File: src/hw/aucr_map.vh
// Offsets, field positions and reset values of the upper configuration registers
`ifndef AUCR_MAP_VH
`define AUCR_MAP_VH

// Register offsets
`define AUCR_ADDR_REF 8'h05
`define AUCR_ADDR_CURRENT_MAGNITUDE 8'h06
`define AUCR_ADDR_IROUTE 8'h07
`define AUCR_ADDR_BIAS 8'h08
`define AUCR_ADDR_SYS 8'h09
`define AUCR_ADDR_SPARE_A 8'h0a
`define AUCR_ADDR_OFS_LO 8'h0b
`define AUCR_ADDR_OFS_HI 8'h0c
`define AUCR_ADDR_SPARE_D 8'h0d
`define AUCR_ADDR_GAIN_LO 8'h0e
`define AUCR_ADDR_GAIN_HI 8'h0f
`define AUCR_ADDR_PIN 8'h10
`define AUCR_ADDR_PINFN 8'h11

// Reset values
`define AUCR_RST_REF 8'h10
`define AUCR_RST_CURRENT_MAGNITUDE 8'h00
`define AUCR_RST_IROUTE 8'hff
`define AUCR_RST_BIAS 8'h00
`define AUCR_RST_SYS 8'h10
`define AUCR_RST_OFS_LO 8'h00
`define AUCR_RST_OFS_HI 8'h00
`define AUCR_RST_GAIN_LO 8'h00
`define AUCR_RST_GAIN_HI 8'h40
`define AUCR_RST_PIN 8'h00
`define AUCR_RST_PINFN 8'h00

// Writable bit masks
`define AUCR_MASK_REF 8'h7f
`define AUCR_MASK_CURRENT_MAGNITUDE 8'h0f
`define AUCR_MASK_BIAS 8'h7f
`define AUCR_MASK_SYS 8'hfc
`define AUCR_MASK_PINFN 8'h0f

// Field positions
`define AUCR_REF_MON_BIT 6
`define AUCR_REF_POSBUF_BIT 5
`define AUCR_REF_NEGBUF_BIT 4
`define AUCR_REF_SEL_HI 3
`define AUCR_REF_SEL_LO 2
`define AUCR_REF_CFG_HI 1
`define AUCR_REF_CFG_LO 0
`define AUCR_SYSTEM_MONITOR_SELECT_HI 7
`define AUCR_SYSTEM_MONITOR_SELECT_LO 5
`define AUCR_SYS_CAL_HI 4
`define AUCR_SYS_CAL_LO 3
`define AUCR_SYS_TMO_BIT 2

// Monitor and gain codes
`define AUCR_MON_OFF 3'h0
`define AUCR_MON_MID 3'h1
`define AUCR_MON_TEMP 3'h2
`define AUCR_MON_ASUP 3'h3
`define AUCR_MON_DSUP 3'h4
`define AUCR_GAIN_ONE 3'h0

// Calibration sample counts
`define AUCR_CAL_N0 5'h01
`define AUCR_CAL_N1 5'h04
`define AUCR_CAL_N2 5'h08
`define AUCR_CAL_N3 5'h10

`endif

File: src/hw/aucr_regs.v
// Upper configuration register bank of the sigma-delta converter
`timescale 1ns/1ps
`include "aucr_map.vh"

module aucr_regs (
    input wire clk, // 100 MHz system clock
    input wire reset_n, // Asynchronous reset, active low
    input wire reg_wr, // Register write command strobe
    input wire reg_rd, // Register read command strobe
    input wire [7:0] reg_addr, // Register address
    input wire [7:0] reg_wdata, // Write data
    output reg [7:0] reg_rdata, // Read data
    output reg reg_rvalid, // Read data valid pulse
    input wire [2:0] gain_prog, // Programmed amplifier gain code
    output wire [2:0] gain_eff, // Effective amplifier gain code
    output wire mux_open, // Open analog input switches
    output wire ref_monitor_enable, // External reference monitor on
    output wire pos_ref_buffer_bypass, // Positive reference buffer bypassed
    output wire neg_ref_buffer_bypass, // Negative reference buffer bypassed
    output wire [1:0] ref_source_select, // Reference source code
    output wire [1:0] internal_ref_config, // Internal reference mode
    output wire [3:0] current_magnitude, // Common excitation current level
    output wire [3:0] first_current_route, // First source output channel
    output wire [3:0] second_current_route, // Second source output channel
    output wire [6:0] bias_voltage, // Bias switches, bit 6 common input
    output wire [2:0] system_monitor_select, // System monitor code
    output reg [4:0] calibration_sample_count, // Samples averaged in calibration
    output wire timeout_enable, // Serial timeout function enabled
    output wire [15:0] offset_trim_value, // Offset calibration word
    output wire [15:0] gain_trim_value, // Gain calibration word
    output reg conv_restart, // Conversion restart pulse
    input wire [3:0] pin_in, // Sensed pin levels
    output wire [3:0] pin_out, // Pin output levels
    output wire [3:0] pin_oe_n, // Pin output enables, low drives
    output wire [3:0] pin_function // 1 digital pin, 0 analog input
);

    // ************************************************************
    // Storage
    // ************************************************************
    reg [7:0] ref_q;
    reg [7:0] current_magnitude_q;
    reg [7:0] iroute_q;
    reg [7:0] bias_q;
    reg [7:0] sys_q;
    reg [7:0] ofs_lo_q;
    reg [7:0] ofs_hi_q;
    reg [7:0] gain_lo_q;
    reg [7:0] gain_hi_q;
    reg [7:0] pin_q;
    reg [7:0] pinfn_q;
    reg [7:0] rdata_d;
    reg restart_d;
    wire [3:0] pin_sensed;
    wire [3:0] pin_drive;

    // ************************************************************
    // Write path
    // ************************************************************
    always @(posedge clk or negedge reset_n) begin
        if (!reset_n) begin
            ref_q <= `AUCR_RST_REF;
            current_magnitude_q <= `AUCR_RST_CURRENT_MAGNITUDE;
            iroute_q <= `AUCR_RST_IROUTE;
            bias_q <= `AUCR_RST_BIAS;
            sys_q <= `AUCR_RST_SYS;
            ofs_lo_q <= `AUCR_RST_OFS_LO;
            ofs_hi_q <= `AUCR_RST_OFS_HI;
            gain_lo_q <= `AUCR_RST_GAIN_LO;
            gain_hi_q <= `AUCR_RST_GAIN_HI;
            pin_q <= `AUCR_RST_PIN;
            pinfn_q <= `AUCR_RST_PINFN;
        end else if (reg_wr) begin
            if (reg_addr == `AUCR_ADDR_REF) begin
                ref_q <= reg_wdata & `AUCR_MASK_REF;
            end else if (reg_addr == `AUCR_ADDR_CURRENT_MAGNITUDE) begin
                current_magnitude_q <= reg_wdata & `AUCR_MASK_CURRENT_MAGNITUDE;
            end else if (reg_addr == `AUCR_ADDR_IROUTE) begin
                iroute_q <= reg_wdata;
            end else if (reg_addr == `AUCR_ADDR_BIAS) begin
                bias_q <= reg_wdata & `AUCR_MASK_BIAS;
            end else if (reg_addr == `AUCR_ADDR_SYS) begin
                sys_q <= reg_wdata & `AUCR_MASK_SYS;
            end else if (reg_addr == `AUCR_ADDR_OFS_LO) begin
                ofs_lo_q <= reg_wdata;
            end else if (reg_addr == `AUCR_ADDR_OFS_HI) begin
                ofs_hi_q <= reg_wdata;
            end else if (reg_addr == `AUCR_ADDR_GAIN_LO) begin
                gain_lo_q <= reg_wdata;
            end else if (reg_addr == `AUCR_ADDR_GAIN_HI) begin
                gain_hi_q <= reg_wdata;
            end else if (reg_addr == `AUCR_ADDR_PIN) begin
                pin_q <= reg_wdata;
            end else if (reg_addr == `AUCR_ADDR_PINFN) begin
                pinfn_q <= reg_wdata & `AUCR_MASK_PINFN;
            end
        end
    end

    // ************************************************************
    // Conversion restart
    // ************************************************************
    // Analog setup registers restart; trims and pins do not
    always @* begin
        restart_d = 1'b0;
        if (reg_wr) begin
            if (reg_addr == `AUCR_ADDR_REF) begin
                restart_d = 1'b1;
            end else if (reg_addr == `AUCR_ADDR_CURRENT_MAGNITUDE) begin
                restart_d = 1'b1;
            end else if (reg_addr == `AUCR_ADDR_IROUTE) begin
                restart_d = 1'b1;
            end else if (reg_addr == `AUCR_ADDR_BIAS) begin
                restart_d = 1'b1;
            end else if (reg_addr == `AUCR_ADDR_SYS) begin
                restart_d = 1'b1;
            end
        end
    end

    always @(posedge clk or negedge reset_n) begin
        if (!reset_n) begin
            conv_restart <= 1'b0;
        end else begin
            conv_restart <= restart_d;
        end
    end

    // ************************************************************
    // Read path
    // ************************************************************
    // Inputs report the pin, outputs echo the written level
    assign pin_sensed = (pin_in & pin_q[7:4]) | (pin_q[3:0] & ~pin_q[7:4]);

    always @* begin
        rdata_d = 8'h00;
        if (reg_addr == `AUCR_ADDR_REF) begin
            rdata_d = ref_q;
        end else if (reg_addr == `AUCR_ADDR_CURRENT_MAGNITUDE) begin
            rdata_d = current_magnitude_q;
        end else if (reg_addr == `AUCR_ADDR_IROUTE) begin
            rdata_d = iroute_q;
        end else if (reg_addr == `AUCR_ADDR_BIAS) begin
            rdata_d = bias_q;
        end else if (reg_addr == `AUCR_ADDR_SYS) begin
            rdata_d = sys_q;
        end else if (reg_addr == `AUCR_ADDR_OFS_LO) begin
            rdata_d = ofs_lo_q;
        end else if (reg_addr == `AUCR_ADDR_OFS_HI) begin
            rdata_d = ofs_hi_q;
        end else if (reg_addr == `AUCR_ADDR_GAIN_LO) begin
            rdata_d = gain_lo_q;
        end else if (reg_addr == `AUCR_ADDR_GAIN_HI) begin
            rdata_d = gain_hi_q;
        end else if (reg_addr == `AUCR_ADDR_PIN) begin
            rdata_d = {pin_q[7:4], pin_sensed};
        end else if (reg_addr == `AUCR_ADDR_PINFN) begin
            rdata_d = pinfn_q;
        end
    end

    always @(posedge clk or negedge reset_n) begin
        if (!reset_n) begin
            reg_rdata <= 8'h00;
            reg_rvalid <= 1'b0;
        end else begin
            reg_rvalid <= reg_rd;
            if (reg_rd) begin
                reg_rdata <= rdata_d;
            end
        end
    end

    // ************************************************************
    // Reference and excitation controls
    // ************************************************************
    assign ref_monitor_enable = ref_q[`AUCR_REF_MON_BIT];
    assign pos_ref_buffer_bypass = ref_q[`AUCR_REF_POSBUF_BIT];
    assign neg_ref_buffer_bypass = ref_q[`AUCR_REF_NEGBUF_BIT];
    assign ref_source_select = ref_q[`AUCR_REF_SEL_HI:`AUCR_REF_SEL_LO];
    assign internal_ref_config = ref_q[`AUCR_REF_CFG_HI:`AUCR_REF_CFG_LO];
    assign current_magnitude = current_magnitude_q[3:0];
    assign first_current_route = iroute_q[3:0];
    assign second_current_route = iroute_q[7:4];
    assign bias_voltage = bias_q[6:0];

    // ************************************************************
    // System monitor and calibration
    // ************************************************************
    assign system_monitor_select = sys_q[`AUCR_SYSTEM_MONITOR_SELECT_HI:`AUCR_SYSTEM_MONITOR_SELECT_LO];
    assign timeout_enable = sys_q[`AUCR_SYS_TMO_BIT];

    assign gain_eff = ((system_monitor_select == `AUCR_MON_ASUP) ||
                       (system_monitor_select == `AUCR_MON_DSUP)) ?
                      `AUCR_GAIN_ONE : gain_prog;

    assign mux_open = (system_monitor_select == `AUCR_MON_MID) ||
                      (system_monitor_select == `AUCR_MON_TEMP) ||
                      (system_monitor_select == `AUCR_MON_ASUP) ||
                      (system_monitor_select == `AUCR_MON_DSUP);

    always @* begin
        case (sys_q[`AUCR_SYS_CAL_HI:`AUCR_SYS_CAL_LO])
            2'h0: calibration_sample_count = `AUCR_CAL_N0;
            2'h1: calibration_sample_count = `AUCR_CAL_N1;
            2'h2: calibration_sample_count = `AUCR_CAL_N2;
            default: calibration_sample_count = `AUCR_CAL_N3;
        endcase
    end

    assign offset_trim_value = {ofs_hi_q, ofs_lo_q};
    assign gain_trim_value = {gain_hi_q, gain_lo_q};

    // ************************************************************
    // General-purpose pins
    // ************************************************************
    // Drive only digital pins set as outputs
    assign pin_drive = pinfn_q[3:0] & ~pin_q[7:4];
    assign pin_oe_n = ~pin_drive;
    assign pin_out = pin_q[3:0];
    assign pin_function = pinfn_q[3:0];

endmodule

File: config.mk
export PLATFORM = sky130hd
export DESIGN_NAME = aucr_regs
export DESIGN_NICKNAME = d
export VERILOG_FILES = /design/src/hw/aucr_regs.v
export VERILOG_INCLUDE_DIRS = /design/src /design/src/hw
export SDC_FILE = /design/constraint.sdc
export NUM_CORES = 1
export LEC_CHECK = 0
export BUFFER_PORTS_ARGS = -buffer_cell sky130_fd_sc_hd__buf_2
export CAP_MARGIN = 20
export CORE_MARGIN = 2
export CORE_UTILIZATION = 50
export DETAILED_ROUTE_END_ITERATION = 8
export GPL_TIMING_DRIVEN = 0
export PLACE_DENSITY = 0.85
export SYNTH_ARGS = -nofsm -noshare
export SYNTH_HDL_FRONTEND = slang
export SYNTH_SLANG_ARGS = --single-unit
export TNS_END_PERCENT = 10
File: constraint.sdc
create_clock -name clk -period 3.05 [get_ports clk]
set_input_delay 0.305 -clock clk [delete_from_list [all_inputs] [get_ports clk]]
set_output_delay 0.305 -clock clk [all_outputs]
set_load 0.05 [all_outputs]
==> impl_results.md <==
* Status: finished, final reports clean
* Routed WL per cell at 22.0 um
* Vias per cell at 6.21
* Ys async rst share at 1.00
* Part of the cycle the worst path needs at 0.719
* Met3 Usage GRT at 0.0478
* Synthesis-to-finish area growth at 21.7%
* Setup Buffers After CTS at 0
* Max FO, Critical Path at 10
* RSZ-0062 raised after global routing: false
* Synth Cell Area at 4570 um2
* First DRT Iteration DRCs at 350
* Worst VDD drop at 0.000241 V
* Clock buffer depth at 2
* Total grt overflow at 0
* # rows at 34
* Die footprint at 9920 um2
* Worst Setup Path Type: in -> reg
* Max_slew headroom at 0.538
* Die X at 99.6 um
* Pwr/cell area at 506 nW/um2
* HPWL Detailed at 10500 um
* Remaining DRCs at 0
* Critical Path End Type: flop
* Crit start category: input port
* Ant diodes at 0
* Syn Nets at 436
* Worst hold-check path type: in -> reg
* Root buffer cell: clkbuf_8
* Post-route minimum period at 2190 ps
* Final hold violations at 0
* I/O pin cnt at 120
* CTS sink cnt at 86
* Worst clock skew at 11.1 ps
* Min-Delay Path Depth at 1
* Post-synthesis cell type count at 61
* Post-Route Utilization at 0.631
* Wire length of the first global-routing pass at 22100 um
* # setup viols final at 0
* Router iterations before antenna repair at 5
* Vias in the first global route at 3975
* Placer Congestion at 0.931
* Final #Nets at 562
* Worst Path Required at 3290 ps
* Cells on worst reg2reg path at 5
* DR vias at 4027
* CP arrival at 2440 ps
* Met2 usage at 0.459
* CTS tree: done
* Post-synthesis instance total at 409
* Worst-Margin Slew at 694 ps
* Synth Register Bits at 86
* Setup_tns at 0 ps
* Seq/Total Area, Yosys at 0.474
* Syn_area_per_cell at 11.2 um2
* CTS clk-pin slew, worst paths at 90 ps
* Max Cap Viol at 0
* Grt peak-use layer: met2
* Worst-path cell chain: buf_2, nor4_4, nand2_1, nor2_1, mux2_2
* IO Port Bufs at 113
* TritonCTS buffer count at 9
* Initial Util at 0.519
* Main flop type after synthesis: dfrtp_1
* Height of the die at 99.6 um
* Layout cells sized above 1 at 0.461
* Final Max Slew Viols at 0
* Tot GR Track Use at 0.293
* CP max stage cell: nor4_4
* Leakage at 2.73 nW
* Fmax at 456 MHz
* Core ar. at 8810 um2
* ANT nets after route at 0
* Largest net degree at the start of global routing at 50
* Clk_lat worst skew at 360 ps
* Clock H-tree levels at 3
* FILL cells at 721
* Drt total wl at 14300 um
* Routing usage on met1 at 0.404
* Yosys warns at 0
* Post-synth EDFFs at 0
* Initial antenna violation count at 0
* CP peak stage delay at 630 ps
## cells in the final DEF (no fill, tap or decap), types with 4 or more instances in the layout
cell type / synthesis / final
o22ai_1: 5 / 5
clkbuf_1: 10 / 11
mux2i_1: 10 / 10
nand3_1: 5 / 5
nor2_1: 19 / 19
dfstp_2: 11 / 11
a21oi_1: 13 / 13
dfrtp_1: 75 / 75
o21ai_0: 22 / 22
nor2b_1: 5 / 5
clkbuf_8: 0 / 10
nor2_2: 7 / 7
a32o_1: 4 / 4
and2_1: 8 / 8
o21a_1: 5 / 5
nand2b_1: 15 / 15
inv_1: 4 / 4
nand2_1: 26 / 26
mux2_2: 75 / 75
buf_2: 5 / 117
a2bb2oi_1: 5 / 5
buf_1: 8 / 8
buf_4: 9 / 10
o221ai_1: 4 / 4
## registers in the layout, summed over array words and instances (netlist names)
signal	count
gain_hi_q	8
gain_lo_q	8
iroute_q	8
ofs_hi_q	8
ofs_lo_q	8
pin_q	8
reg_rdata	8
bias_q	7
ref_q	7
sys_q	6
current_magnitude_q	4
pinfn_q	4
conv_restart	1
reg_rvalid	1
## layout make-up
type | instances | area, um2 | share of cell area
Clock buffer | 11 | 141 | 0.0254
Multi-Input combinational cell | 286 | 2220 | 0.399
Inverter | 4 | 15.0 | 0.00270
Buffer | 33 | 171 | 0.0308
Sequential cell | 86 | 2170 | 0.390
Timing Repair Buffer | 115 | 606 | 0.109
Tap cell | 108 | 135 | 0.0243
Clock inverter | 5 | 108 | 0.0194
## what timing repair did
action / in CTS / in global routing
resized for setup: 0 / 0
setup endpoints to repair: 0 / 0
hold buffers: 1 / 0
endpoints found under the hold margin: 35 / 0
## cell families after synthesis
kind of cell / after synthesis / share of synthesized area
xor+xnor: 1 / 0.00192
flops: 86 / 0.474
buf+inv: 37 / 0.0408
other cells: 1 / 0.000821
compound gates: 92 / 0.140
mux: 85 / 0.207
simple gates: 107 / 0.135
## worst paths after layout
kind	from	to	slack (ps)
min in group asynchronous	reset_n	ofs_hi_q[1]	470
setup reg to reg	pin_q[6]	reg_rdata[2]	1360
hold reg to reg	gain_hi_q[0]	gain_hi_q[0]	540
max in group asynchronous	reset_n	iroute_q[6]	1890
hold / removal	reg_rd	reg_rvalid	70
setup / recovery	reg_addr[7]	sys_q[5]	860
## stage by stage
step | hold WS, ps | setup WS, ps | instance area (um2) | instances | power [W]
2_1_floorplan | 9.41 | 1210 | 4570 | 409 | 0.00166
3_3_place_gp | 431 | 582 | 5270 | 630 | 0.00182
3_5_place_dp | 310 | 571 | 5300 | 631 | 0.00184
4_1_cts | 65.1 | 941 | 5560 | 648 | 0.00282
5_1_grt | 63.6 | 730 | 5560 | 648 | 0.00290
6_report | 72.7 | 858 | 5560 | 648 | 0.00281
## layer usage
metal  vias to the layer above  wire [um]
li1                       1747          -
met1                      1980       5630
met2                       258       6830
met3                        42       1360
met4                         0        453
met5                         -          0
## cell usage after synthesis (3+ instances only)
cell type	count	area [um2]
a21oi_1	13	65.1
a22oi_1	3	22.5
a2bb2oi_1	5	43.8
a31oi_1	3	18.8
a32o_1	4	40.0
and2_1	8	50.1
buf_1	8	30.0
buf_2	5	25.0
buf_4	9	67.6
clkbuf_1	10	37.5
dfrtp_1	75	1880
dfstp_2	11	289
inv_1	4	15.0
mux2_2	75	845
mux2i_1	10	100
nand2_1	26	97.6
nand2b_1	15	93.8
nand3_1	5	25.0
nand3_2	3	30.0
nor2_1	19	71.3
nor2_2	7	43.8
nor2b_1	5	31.3
o211ai_1	3	22.5
o21a_1	5	37.5
o21ai_0	22	110
o221ai_1	4	35.0
o22ai_1	5	31.3
o31ai_1	3	22.5
or4_1	3	22.5
## power by group
| group | internal (W) | total, W | switching [W] |
|---|---|---|---|
| clock | 0.000570 | 0.000991 | 0.000421 |
| combinational | 0.000155 | 0.000563 | 0.000408 |
| sequential | 0.00120 | 0.00126 | 0.0000550 |
| total | 0.00193 | 0.00281 | 0.000884 |
## worst max-delay path: cells and delay by family
kind	cells	cell delay, ps
simple gates	3	1590
buf+inv	1	140
mux	1	400
(Power assumes the default switching activity.)
